File: src/ctlec_pkg.sv
// Constants, register map and carrier types of the transmit length and error count block
// Summary of operation
// - Length code up to 1000 gives byte count; 1001 to 1111 reserved.
// - Eight-bit transmit error count, read-only to software, zero after power-on.
// - Error count overflow forces bus-off; device stops taking part in traffic.
// - 128 runs of 11 recessive bits clear the error count to zero.
package ctlec_pkg;

  // ************************************************************
  // Register offsets (byte addresses)
  // ************************************************************
  localparam logic [7:0] OFS_FRAME_FORMAT = 8'h00;
  localparam logic [7:0] OFS_ERROR_COUNT = 8'h04;
  localparam logic [7:0] OFS_IRQ_STATUS = 8'h08;
  localparam logic [7:0] OFS_IRQ_ENABLE = 8'h0C;
  localparam logic [7:0] OFS_IRQ_CLEAR = 8'h10;
  localparam logic [7:0] OFS_TX_CONTROL = 8'h14;

  // ************************************************************
  // Field positions
  // ************************************************************
  localparam int FMT_RRS_BIT = 6;
  localparam int FMT_PLC_LSB = 0;
  localparam int CTRL_SEND_BIT = 0;
  localparam int EVT_BUS_OFF = 0;
  localparam int EVT_RECOVERED = 1;
  localparam int EVT_FRAME_SENT = 2;
  localparam int EVT_RESERVED_CODE = 3;
  localparam int EVT_COUNT = 4;

  // ************************************************************
  // Reset values and counts
  // ************************************************************
  localparam logic [7:0] RST_FRAME_FORMAT = 8'h00;
  localparam logic [7:0] RST_ERROR_COUNT = 8'h00;
  localparam logic [3:0] RST_EVENTS = 4'h0;
  localparam logic [3:0] PLC_MAX_BYTES = 4'h8;
  localparam logic [3:0] RUN_LAST_BIT = 4'hA;
  localparam logic [7:0] OCC_LAST = 8'h7F;
  localparam int DEFAULT_ERR_STEP = 8;

  // ************************************************************
  // Carrier types
  // ************************************************************
  typedef struct packed {
    logic remote_request;
    logic [3:0] byte_count;
  } ctlec_hdr_t;

  typedef struct packed {
    logic remote_request_select;
    logic [3:0] payload_length_code;
  } ctlec_fmt_t;

endpackage : ctlec_pkg

File: src/ctlec_top.sv
// Transmit frame format register, transmit error counter and APB slave
`timescale 1ns/1ps
`default_nettype none
module ctlec_top #(
  parameter int ERR_STEP = ctlec_pkg::DEFAULT_ERR_STEP
) (
  input wire logic REF_CLK,
  input wire logic RST_B,
  input wire logic PSEL,
  input wire logic PENABLE,
  input wire logic PWRITE,
  input wire logic [7:0] PADDR,
  input wire logic [31:0] PWDATA,
  output logic [31:0] PRDATA,
  output logic PREADY,
  output logic PSLVERR,
  input wire logic CAN_RXD,
  input wire logic BIT_SAMPLE,
  input wire logic TX_ERR_EVT,
  input wire logic TX_OK_EVT,
  output logic TX_START,
  output ctlec_pkg::ctlec_hdr_t TX_HDR,
  output logic BUS_OFF,
  output logic IRQ
);

  // ************************************************************
  // Elaboration checks
  // ************************************************************
  if (ERR_STEP < 1 || ERR_STEP > 255) begin : g_bad_step
    $error("ERR_STEP must lie in 1..255");
  end

  localparam logic [8:0] STEP9 = 9'(ERR_STEP);

  // ************************************************************
  // State
  // ************************************************************
  ctlec_pkg::ctlec_fmt_t fmt, next_fmt;
  logic [7:0] tec, next_tec;
  logic bus_off, next_bus_off;
  logic [3:0] run, next_run;
  logic [7:0] occ, next_occ;
  logic [3:0] status, next_status;
  logic [3:0] irq_en, next_irq_en;
  logic tx_start, next_tx_start;
  ctlec_pkg::ctlec_hdr_t hdr, next_hdr;
  logic irq, next_irq;
  logic pready, next_pready;
  logic pslverr, next_pslverr;
  logic [31:0] prdata, next_prdata;
  logic rxd_meta, rxd_sync;

  // ************************************************************
  // Combinational helpers
  // ************************************************************
  logic acc_phase;
  logic wr_take;
  logic mapped;
  logic [7:0] fmt_read;
  logic [8:0] tec_sum;
  logic [3:0] events;

  // Access phase detection and decode
  assign acc_phase = PSEL & PENABLE;
  assign wr_take = acc_phase & pready & PWRITE;
  assign mapped = (PADDR == ctlec_pkg::OFS_FRAME_FORMAT) || (PADDR == ctlec_pkg::OFS_ERROR_COUNT)
    || (PADDR == ctlec_pkg::OFS_IRQ_STATUS) || (PADDR == ctlec_pkg::OFS_IRQ_ENABLE)
    || (PADDR == ctlec_pkg::OFS_IRQ_CLEAR) || (PADDR == ctlec_pkg::OFS_TX_CONTROL);
  // Unused format bits always read zero
  assign fmt_read = {1'b0, fmt.remote_request_select, 2'b00, fmt.payload_length_code};
  assign tec_sum = {1'b0, tec} + STEP9;

  // ************************************************************
  // Next-state logic
  // ************************************************************
  always_comb begin
    next_fmt = fmt;
    next_tec = tec;
    next_bus_off = bus_off;
    next_run = run;
    next_occ = occ;
    next_irq_en = irq_en;
    next_tx_start = 1'b0;
    next_hdr = hdr;
    events = 4'h0;
    next_pready = acc_phase & ~pready;
    next_pslverr = acc_phase & ~pready & ~mapped;
    next_prdata = 32'h0000_0000;
    // Read data, captured one cycle before completion
    if (acc_phase && !pready && !PWRITE) begin
      unique case (PADDR)
        ctlec_pkg::OFS_FRAME_FORMAT: begin
          next_prdata = {24'h00_0000, fmt_read};
        end
        ctlec_pkg::OFS_ERROR_COUNT: begin
          next_prdata = {24'h00_0000, tec};
        end
        ctlec_pkg::OFS_IRQ_STATUS: begin
          next_prdata = {28'h000_0000, status};
        end
        ctlec_pkg::OFS_IRQ_ENABLE: begin
          next_prdata = {28'h000_0000, irq_en};
        end
        default: begin
          next_prdata = 32'h0000_0000;
        end
      endcase
    end
    // Register writes; error count is not writable
    if (wr_take && PADDR == ctlec_pkg::OFS_FRAME_FORMAT) begin
      next_fmt.remote_request_select = PWDATA[ctlec_pkg::FMT_RRS_BIT];
      next_fmt.payload_length_code = PWDATA[ctlec_pkg::FMT_PLC_LSB +: 4];
      events[ctlec_pkg::EVT_RESERVED_CODE] = PWDATA[3] & (|PWDATA[2:0]);
    end
    if (wr_take && PADDR == ctlec_pkg::OFS_IRQ_ENABLE) begin
      next_irq_en = PWDATA[3:0];
    end
    // Send request, refused while bus-off
    if (wr_take && PADDR == ctlec_pkg::OFS_TX_CONTROL && PWDATA[ctlec_pkg::CTRL_SEND_BIT]
        && !bus_off) begin
      next_tx_start = 1'b1;
      next_hdr.remote_request = fmt.remote_request_select;
      // Reserved codes send the full eight bytes
      if (fmt.payload_length_code > ctlec_pkg::PLC_MAX_BYTES) begin
        next_hdr.byte_count = ctlec_pkg::PLC_MAX_BYTES;
      end else begin
        next_hdr.byte_count = fmt.payload_length_code;
      end
      events[ctlec_pkg::EVT_FRAME_SENT] = 1'b1;
    end
    // Error counting while active
    if (!bus_off) begin
      if (TX_ERR_EVT) begin
        if (tec_sum[8]) begin
          next_tec = 8'hFF;
          next_bus_off = 1'b1;
          events[ctlec_pkg::EVT_BUS_OFF] = 1'b1;
        end else begin
          next_tec = tec_sum[7:0];
        end
      end else if (TX_OK_EVT && tec != 8'h00) begin
        next_tec = tec - 8'h01;
      end
    end else if (BIT_SAMPLE) begin
      // Count runs of recessive bits while bus-off
      if (!rxd_sync) begin
        next_run = 4'h0;
      end else if (run == ctlec_pkg::RUN_LAST_BIT) begin
        next_run = 4'h0;
        if (occ == ctlec_pkg::OCC_LAST) begin
          next_occ = 8'h00;
          next_tec = 8'h00;
          next_bus_off = 1'b0;
          events[ctlec_pkg::EVT_RECOVERED] = 1'b1;
        end else begin
          next_occ = occ + 8'h01;
        end
      end else begin
        next_run = run + 4'h1;
      end
    end
    if (!bus_off) begin
      next_run = 4'h0;
      next_occ = 8'h00;
    end
    // Sticky status: new event wins over a clear
    next_status = status;
    if (wr_take && PADDR == ctlec_pkg::OFS_IRQ_CLEAR) begin
      next_status = status & ~PWDATA[3:0];
    end
    next_status = next_status | events;
    next_irq = |(next_status & next_irq_en);
  end

  // ************************************************************
  // Registers
  // ************************************************************
  always_ff @(posedge REF_CLK) begin
    if (!RST_B) begin
      fmt <= '0;
      tec <= ctlec_pkg::RST_ERROR_COUNT;
      bus_off <= 1'b0;
      run <= 4'h0;
      occ <= 8'h00;
      status <= ctlec_pkg::RST_EVENTS;
      irq_en <= ctlec_pkg::RST_EVENTS;
      tx_start <= 1'b0;
      hdr <= '0;
      irq <= 1'b0;
      pready <= 1'b0;
      pslverr <= 1'b0;
      prdata <= 32'h0000_0000;
      rxd_meta <= 1'b1;
      rxd_sync <= 1'b1;
    end else begin
      fmt <= next_fmt;
      tec <= next_tec;
      bus_off <= next_bus_off;
      run <= next_run;
      occ <= next_occ;
      status <= next_status;
      irq_en <= next_irq_en;
      tx_start <= next_tx_start;
      hdr <= next_hdr;
      irq <= next_irq;
      pready <= next_pready;
      pslverr <= next_pslverr;
      prdata <= next_prdata;
      rxd_meta <= CAN_RXD;
      rxd_sync <= rxd_meta;
    end
  end

  // Outputs straight from flops
  assign PRDATA = prdata;
  assign PREADY = pready;
  assign PSLVERR = pslverr;
  assign TX_START = tx_start;
  assign TX_HDR = hdr;
  assign BUS_OFF = bus_off;
  assign IRQ = irq;

  // ************************************************************
  // Assertions
  // ************************************************************
  a_rtr_follows_select: assert property (@(posedge REF_CLK) disable iff (!RST_B)
    TX_START |-> TX_HDR.remote_request == $past(fmt.remote_request_select))
    else $error("Remote request differs from select bit");

  a_len_clamped: assert property (@(posedge REF_CLK) disable iff (!RST_B)
    TX_START && $past(fmt.payload_length_code) > 4'h8 |-> TX_HDR.byte_count == 4'h8)
    else $error("Reserved length code not clamped to eight");

  a_len_direct: assert property (@(posedge REF_CLK) disable iff (!RST_B)
    TX_START && $past(fmt.payload_length_code) <= 4'h8
    |-> TX_HDR.byte_count == $past(fmt.payload_length_code))
    else $error("Byte count differs from length code");

  a_tec_reset_zero: assert property (@(posedge REF_CLK)
    !RST_B |=> tec == 8'h00)
    else $error("Error count not zero after reset");

  a_tec_not_written: assert property (@(posedge REF_CLK) disable iff (!RST_B)
    !TX_ERR_EVT && !TX_OK_EVT && !bus_off |=> tec == $past(tec))
    else $error("Error count changed without an event");

  a_overflow_busoff: assert property (@(posedge REF_CLK) disable iff (!RST_B)
    !bus_off && TX_ERR_EVT && tec_sum[8] |=> BUS_OFF && tec == 8'hFF && status[0])
    else $error("Overflow did not force bus-off");

  a_no_send_busoff: assert property (@(posedge REF_CLK) disable iff (!RST_B)
    bus_off |=> !TX_START)
    else $error("Frame started while bus-off");

  a_recover_clear: assert property (@(posedge REF_CLK) disable iff (!RST_B)
    bus_off && BIT_SAMPLE && rxd_sync && run == 4'hA && occ == 8'h7F
    |=> tec == 8'h00 && !BUS_OFF && status[1])
    else $error("Recovery did not clear error count");

  a_fmt_unused_zero: assert property (@(posedge REF_CLK) disable iff (!RST_B)
    acc_phase && !pready && !PWRITE && PADDR == ctlec_pkg::OFS_FRAME_FORMAT
    |=> PRDATA[31:7] == 25'h0000000 && PRDATA[5:4] == 2'b00)
    else $error("Unimplemented format bits not zero");

  a_zero_len: assert property (@(posedge REF_CLK) disable iff (!RST_B)
    TX_START && $past(fmt.payload_length_code) == 4'h0 |-> TX_HDR.byte_count == 4'h0)
    else $error("Zero length code sent data");

  a_irq_level: assert property (@(posedge REF_CLK) disable iff (!RST_B)
    IRQ == |(status & irq_en))
    else $error("Interrupt does not match enabled status");

  a_err_adds_step: assert property (@(posedge REF_CLK) disable iff (!RST_B)
    !bus_off && TX_ERR_EVT && int'(tec) + ERR_STEP <= 255
    |=> int'(tec) == int'($past(tec)) + ERR_STEP)
    else $error("Error event did not add the step");

  a_ok_decrements: assert property (@(posedge REF_CLK) disable iff (!RST_B)
    !bus_off && !TX_ERR_EVT && TX_OK_EVT && tec != 8'h00 |=> tec == $past(tec) - 8'h01)
    else $error("Good frame did not lower error count");

  a_busoff_count_held: assert property (@(posedge REF_CLK) disable iff (!RST_B)
    bus_off |=> tec == 8'hFF || (tec == 8'h00 && !BUS_OFF))
    else $error("Error count moved during bus-off");

  a_unmapped_reads_zero: assert property (@(posedge REF_CLK) disable iff (!RST_B)
    PREADY && PSLVERR |-> PRDATA == 32'h0000_0000)
    else $error("Unmapped access returned data");

  a_ready_one_cycle: assert property (@(posedge REF_CLK) disable iff (!RST_B)
    PREADY |=> !PREADY)
    else $error("Ready stood longer than one cycle");

  // Main scenarios
  c_remote_frame: cover property (@(posedge REF_CLK) disable iff (!RST_B)
    TX_START && TX_HDR.remote_request);
  c_bus_off_entry: cover property (@(posedge REF_CLK) disable iff (!RST_B)
    $rose(BUS_OFF));
  c_recovery: cover property (@(posedge REF_CLK) disable iff (!RST_B)
    $fell(BUS_OFF));
  c_unmapped: cover property (@(posedge REF_CLK) disable iff (!RST_B)
    PREADY && PSLVERR);
  c_reserved_code: cover property (@(posedge REF_CLK) disable iff (!RST_B)
    $rose(status[ctlec_pkg::EVT_RESERVED_CODE]));

endmodule : ctlec_top
`default_nettype wire

File: config.mk
export PLATFORM = sky130hd
export DESIGN_NAME = ctlec_top
export DESIGN_NICKNAME = d
export VERILOG_FILES = /design/src/ctlec_pkg.sv /design/src/ctlec_top.sv
export SDC_FILE = /design/constraint.sdc
export NUM_CORES = 1
export LEC_CHECK = 0
export BUFFER_PORTS_ARGS = -buffer_cell sky130_fd_sc_hd__buf_2
export CAP_MARGIN = 20
export CORE_MARGIN = 2
export CORE_UTILIZATION = 45
export DETAILED_ROUTE_END_ITERATION = 6
export PLACE_DENSITY = 0.79
export RECOVER_POWER = 25
export SETUP_SLACK_MARGIN = 0.2
export SLEW_MARGIN = 20
export SYNTH_ARGS = -nofsm -noshare
export SYNTH_HDL_FRONTEND = slang
export SYNTH_SLANG_ARGS = --single-unit
export TNS_END_PERCENT = 30
File: constraint.sdc
create_clock -name REF_CLK -period 2.51 [get_ports REF_CLK]
set_clock_uncertainty 0.05 [all_clocks]
set_input_delay 0.251 -clock REF_CLK [delete_from_list [all_inputs] [get_ports REF_CLK]]
set_output_delay 0.251 -clock REF_CLK [all_outputs]
set_load 0.02 [all_outputs]
==> results <==
- The flow ran to the end, and the final reports show no timing, DRC or antenna violations.
- The number of hold-slack violations in the final timing report is 0.
- The max-cap check violation count is 0.
- The clock network latency to the later pin of the worst-skew pair is 0.32 ns.
- After floorplanning, the core was divided into 28 placement rows.
- The worst-case IR drop observed on VDD is ~0.30 mV.
- The cell count after synthesis is about 320.
- In this run the worst path has a maximum fanout of 10.
- The synthesized-area fraction occupied by and/or/nand/nor cells is 0.2218.
- The ratio of routed vias to standard cells is 5.574.
- Dividing the synthesized area by the synthesized cell count gives 8.656 um^2.
- In this run the critical register-to-register path is launched from run[0].
- The buffer depth of the longest clock path is 2.
- Dividing total power by cell area gives a power density of 544.1 nW/um^2.
- Summing every instance area after synthesis gives 2753 um^2.
- The arrival time at the worst endpoint is approximately 2.1 ns.
- The number of slew-limit violations in the final report is 0.
- The area fraction in compound gates after synthesis was 0.1886.
- The number of routed nets with antenna violations is 0.
- The post-synthesis sequential element count is 53.
- The largest net degree at the start of global routing is 25.
- In this run the vertical extent of the chip is between 80 and 90 um.
- The startpoint identified for the worst hold timing path is CAN_RXD.
- Setup violations remaining at the end of the flow were counted as 0.
- The first global-routing pass estimated 9363 um of wire.
- Tracing the worst setup path back leads to its startpoint at PADDR[4].
- The number of cells on the worst reg-to-reg path is 7.
- The vias after detailed routing is 2380.
- The post-CTS setup buffer count is 0.
- In the finished design, the share of the clock period the worst path needs comes to 0.7930.
- The floorplan step defined a core boundary enclosing 5921 um^2.
- For this block, the initial DRC count from the detailed router was 288.
- Traced cell by cell, the critical path runs through buf_2 -> or3_1 -> nor4_4 -> mux2i_1 -> a21oi_1 -> o41a_1.
- The tightest min-delay check is of the input port to register type.
- For this configuration, the core starts out at a cell density of 0.4649.
- The async set-or-reset flop fraction in the synthesized netlist is 0.
- The initial antenna violation count was 0.
- The flop-to-flop setup slack is 0.53 ns.
- Of the synthesized area, sequential elements account for 0.3855.
- The count of buffers added on input and output ports is 39.
- The number of remaining DRC errors is 0.
- The cell count along the critical path is 6.
- After clock tree synthesis, the clock-pin slew on the worst setup and hold paths is 0.10 ns.
- The main flop type after synthesis is dfxtp_1.
- For this run, the top clock speed supported by timing is 502.4 MHz.
- In this run the cell area measured after placement is 2907 um^2.
- Across every metal layer, demand over resource in global routing totals 0.1783.
- The final instance area is between 2000 and 3000 um^2.
- The average detailed-routed wire length per instance is 14.27 um.
- The analysis attributes to cell leakage a power of around 1.1 nW.
- In the final design database the tool counted between 400 and 500 nets.
- The ratio of cells with drive above 1 in the final layout is 0.1364.
- The antenna diode instance count is 0.
- The slew at the pin with the worst max-slew slack is 0.7201 ns.
- The global-route congestion overflow total is 0.
- Wires add up to just over 6000 um.
- The share of Yosys cell area claimed by the top area cell type is 0.3855.
- The dominant combinational cell family by area after synthesis is simple AND/OR/NAND/NOR gates.
- OpenSTA, run right after detailed placement, puts the worst setup slack at 0.2110 ns.
- By startpoint and endpoint, the worst setup path is classified as input port to register.
- Ranked by total cell area, the synthesized netlist is headed by dfxtp_1 (39%), buf_4 (6.5%), a21oi_1 (5.5%).
- The cell taking the most area after synthesis is dfxtp_1.
- The launching element type of the critical path is an input port.
- The total negative slack is 0 ns.
- Of the total synthesized cell area, the portion taken by XOR and XNOR cells is 0.01909.
- Subtracting the final worst setup slack from the clock period gives 1.990 ns.
- The via count of the first global-routing pass is 2037.
- By instance count, the leading cell after synthesis is dfxtp_1.
- After layout, the worst setup slack is around 0.52 ns.
- The congestion estimate from routability-driven global placement came to 0.8908.
- During synthesis, Yosys emitted a total of 0 warnings.
- The largest single stage delay on the critical path is roughly 0.52 ns.
- The wire-length estimate of the detail-placed layout is 4501 um.
- The critical path's top delay family is simple AND/OR/NAND/NOR gates.
- The first-pass iteration count of the detailed router is 4.
- The die outline width is 82.21 um.
- STA puts the critical path data required time at 2.66 ns.
- The number of enable flip-flop cells after synthesis is 0.
- The CTS tree is yes.
- Measured against the total synthesized area, the mux share comes to 0.04818.
- The number of CTS-inserted buffers is 5.
- The post-synthesis cell type count is 53.
- The clock root buffer is clkbuf_8.
- The slowest cell on the critical path is nor4_4.
- Counting both buffers and inverters, the worst setup path holds a total of 1.
- The area overhead of the layout relative to synthesis is 8.409%.
- Counting instances, the worst hold path has a depth of 2.
- STA classifies the critical path endpoint as a register.
- The total clock sinks is 53.
- The headroom to the max-slew limit is 0.5194.
- Sorting the synthesized cells by how often they occur yields dfxtp_1 (53), nor2_1 (34), a21oi_1 (30), nand2_1 (26), buf_4 (24).
- Setup repair after global routing left no endpoint under its margin.
- 91 I/O pins were placed.
- In this run the number of H-tree levels came out at 2.
- The arithmetic-cell share of the synthesized area counting full adders, half adders and majority gates is 0.03182.
- The die covers 6758 um^2.
worst register-to-register path, cell delays in order (launching register included):
cell and delay (ns):
dfxtp_1 0.33, inv_1 0.08, ha_1 0.14, nand3b_1 0.19, o41ai_1 0.43, o31a_2 0.33
a21oi_1 0.09, a311oi_1 0.23
layer usage:
metal	global-route usage	vias to the layer above	wire [um]
li1	-	1164	-
met1	0.2416	1125	2689
met2	0.2847	83	2944
met3	0.03261	8	355
met4	0.06000	0	104
met5	0	-	0
worst paths after layout:
| check | to |
|---|---|
| setup / recovery | IRQ |
| hold / removal | rxd_meta |
| setup reg to reg | tec[6] |
| hold reg to reg | rxd_sync |
layout make-up:
cell class,instances,area [um^2]
Inverter,13,48.80
Tap cell,75,93.84
Timing Repair Buffer,41,191.4
Clock inverter,3,26.28
Clock buffer,5,68.82
Multi-Input combinational cell,237,1494
Sequential cell,53,1061
Fill cell,573,2937
registers in the layout, indices dropped and copies added (netlist names):
register	cells
PRDATA	8
occ	8
tec	8
TX_HDR	5
fmt	5
irq_en	4
run	4
status	4
BUS_OFF	1
IRQ	1
PREADY	1
PSLVERR	1
TX_START	1
rxd_meta	1
rxd_sync	1
logic make-up after synthesis:
group | Yosys count
AND/OR/NAND/NOR | 111
AO/OA/AOI/OAI | 76
flip-flops | 53
buffers and inverters | 51
multiplexers | 13
adder cells (fa/ha/maj) | 7
XOR/XNOR | 6
other | 1
cell usage in the layout (no fill, tap or decap), types with 11 or more instances in the layout:
cell type / instances
nand2_1: 26
buf_2: 24
mux2i_1: 11
inv_1: 13
nor2_1: 34
clkbuf_1: 15
a21oi_1: 30
conb_1: 24
dfxtp_1: 53
what timing repair did:
item | 4_1_cts | 5_1_grt
setup endpoints to repair | 0 | 2
hold buffers | 0 | 0
resized for setup | 0 | 1
per-stage QoR:
step	total power [mW]	hold slack [ns]	util	std cells
final	1.624	0.06972	0.5040	427
after detailed placement	1.131	0.3516	0.4909	419
after CTS	1.632	0.06866	0.5070	427
after global routing	1.693	0.07726	0.5040	427
after floorplan	1.103	0.3025	-	341
after global placement	1.127	0.3433	0.4909	419
where the power goes:
group          switching [mW]  internal (mW)  total, mW
registers              0.0375          0.860      0.898
logic                   0.144         0.0759      0.220
clock network           0.303          0.203      0.506
total                   0.484           1.14       1.62
(Power assumes the default switching activity.)
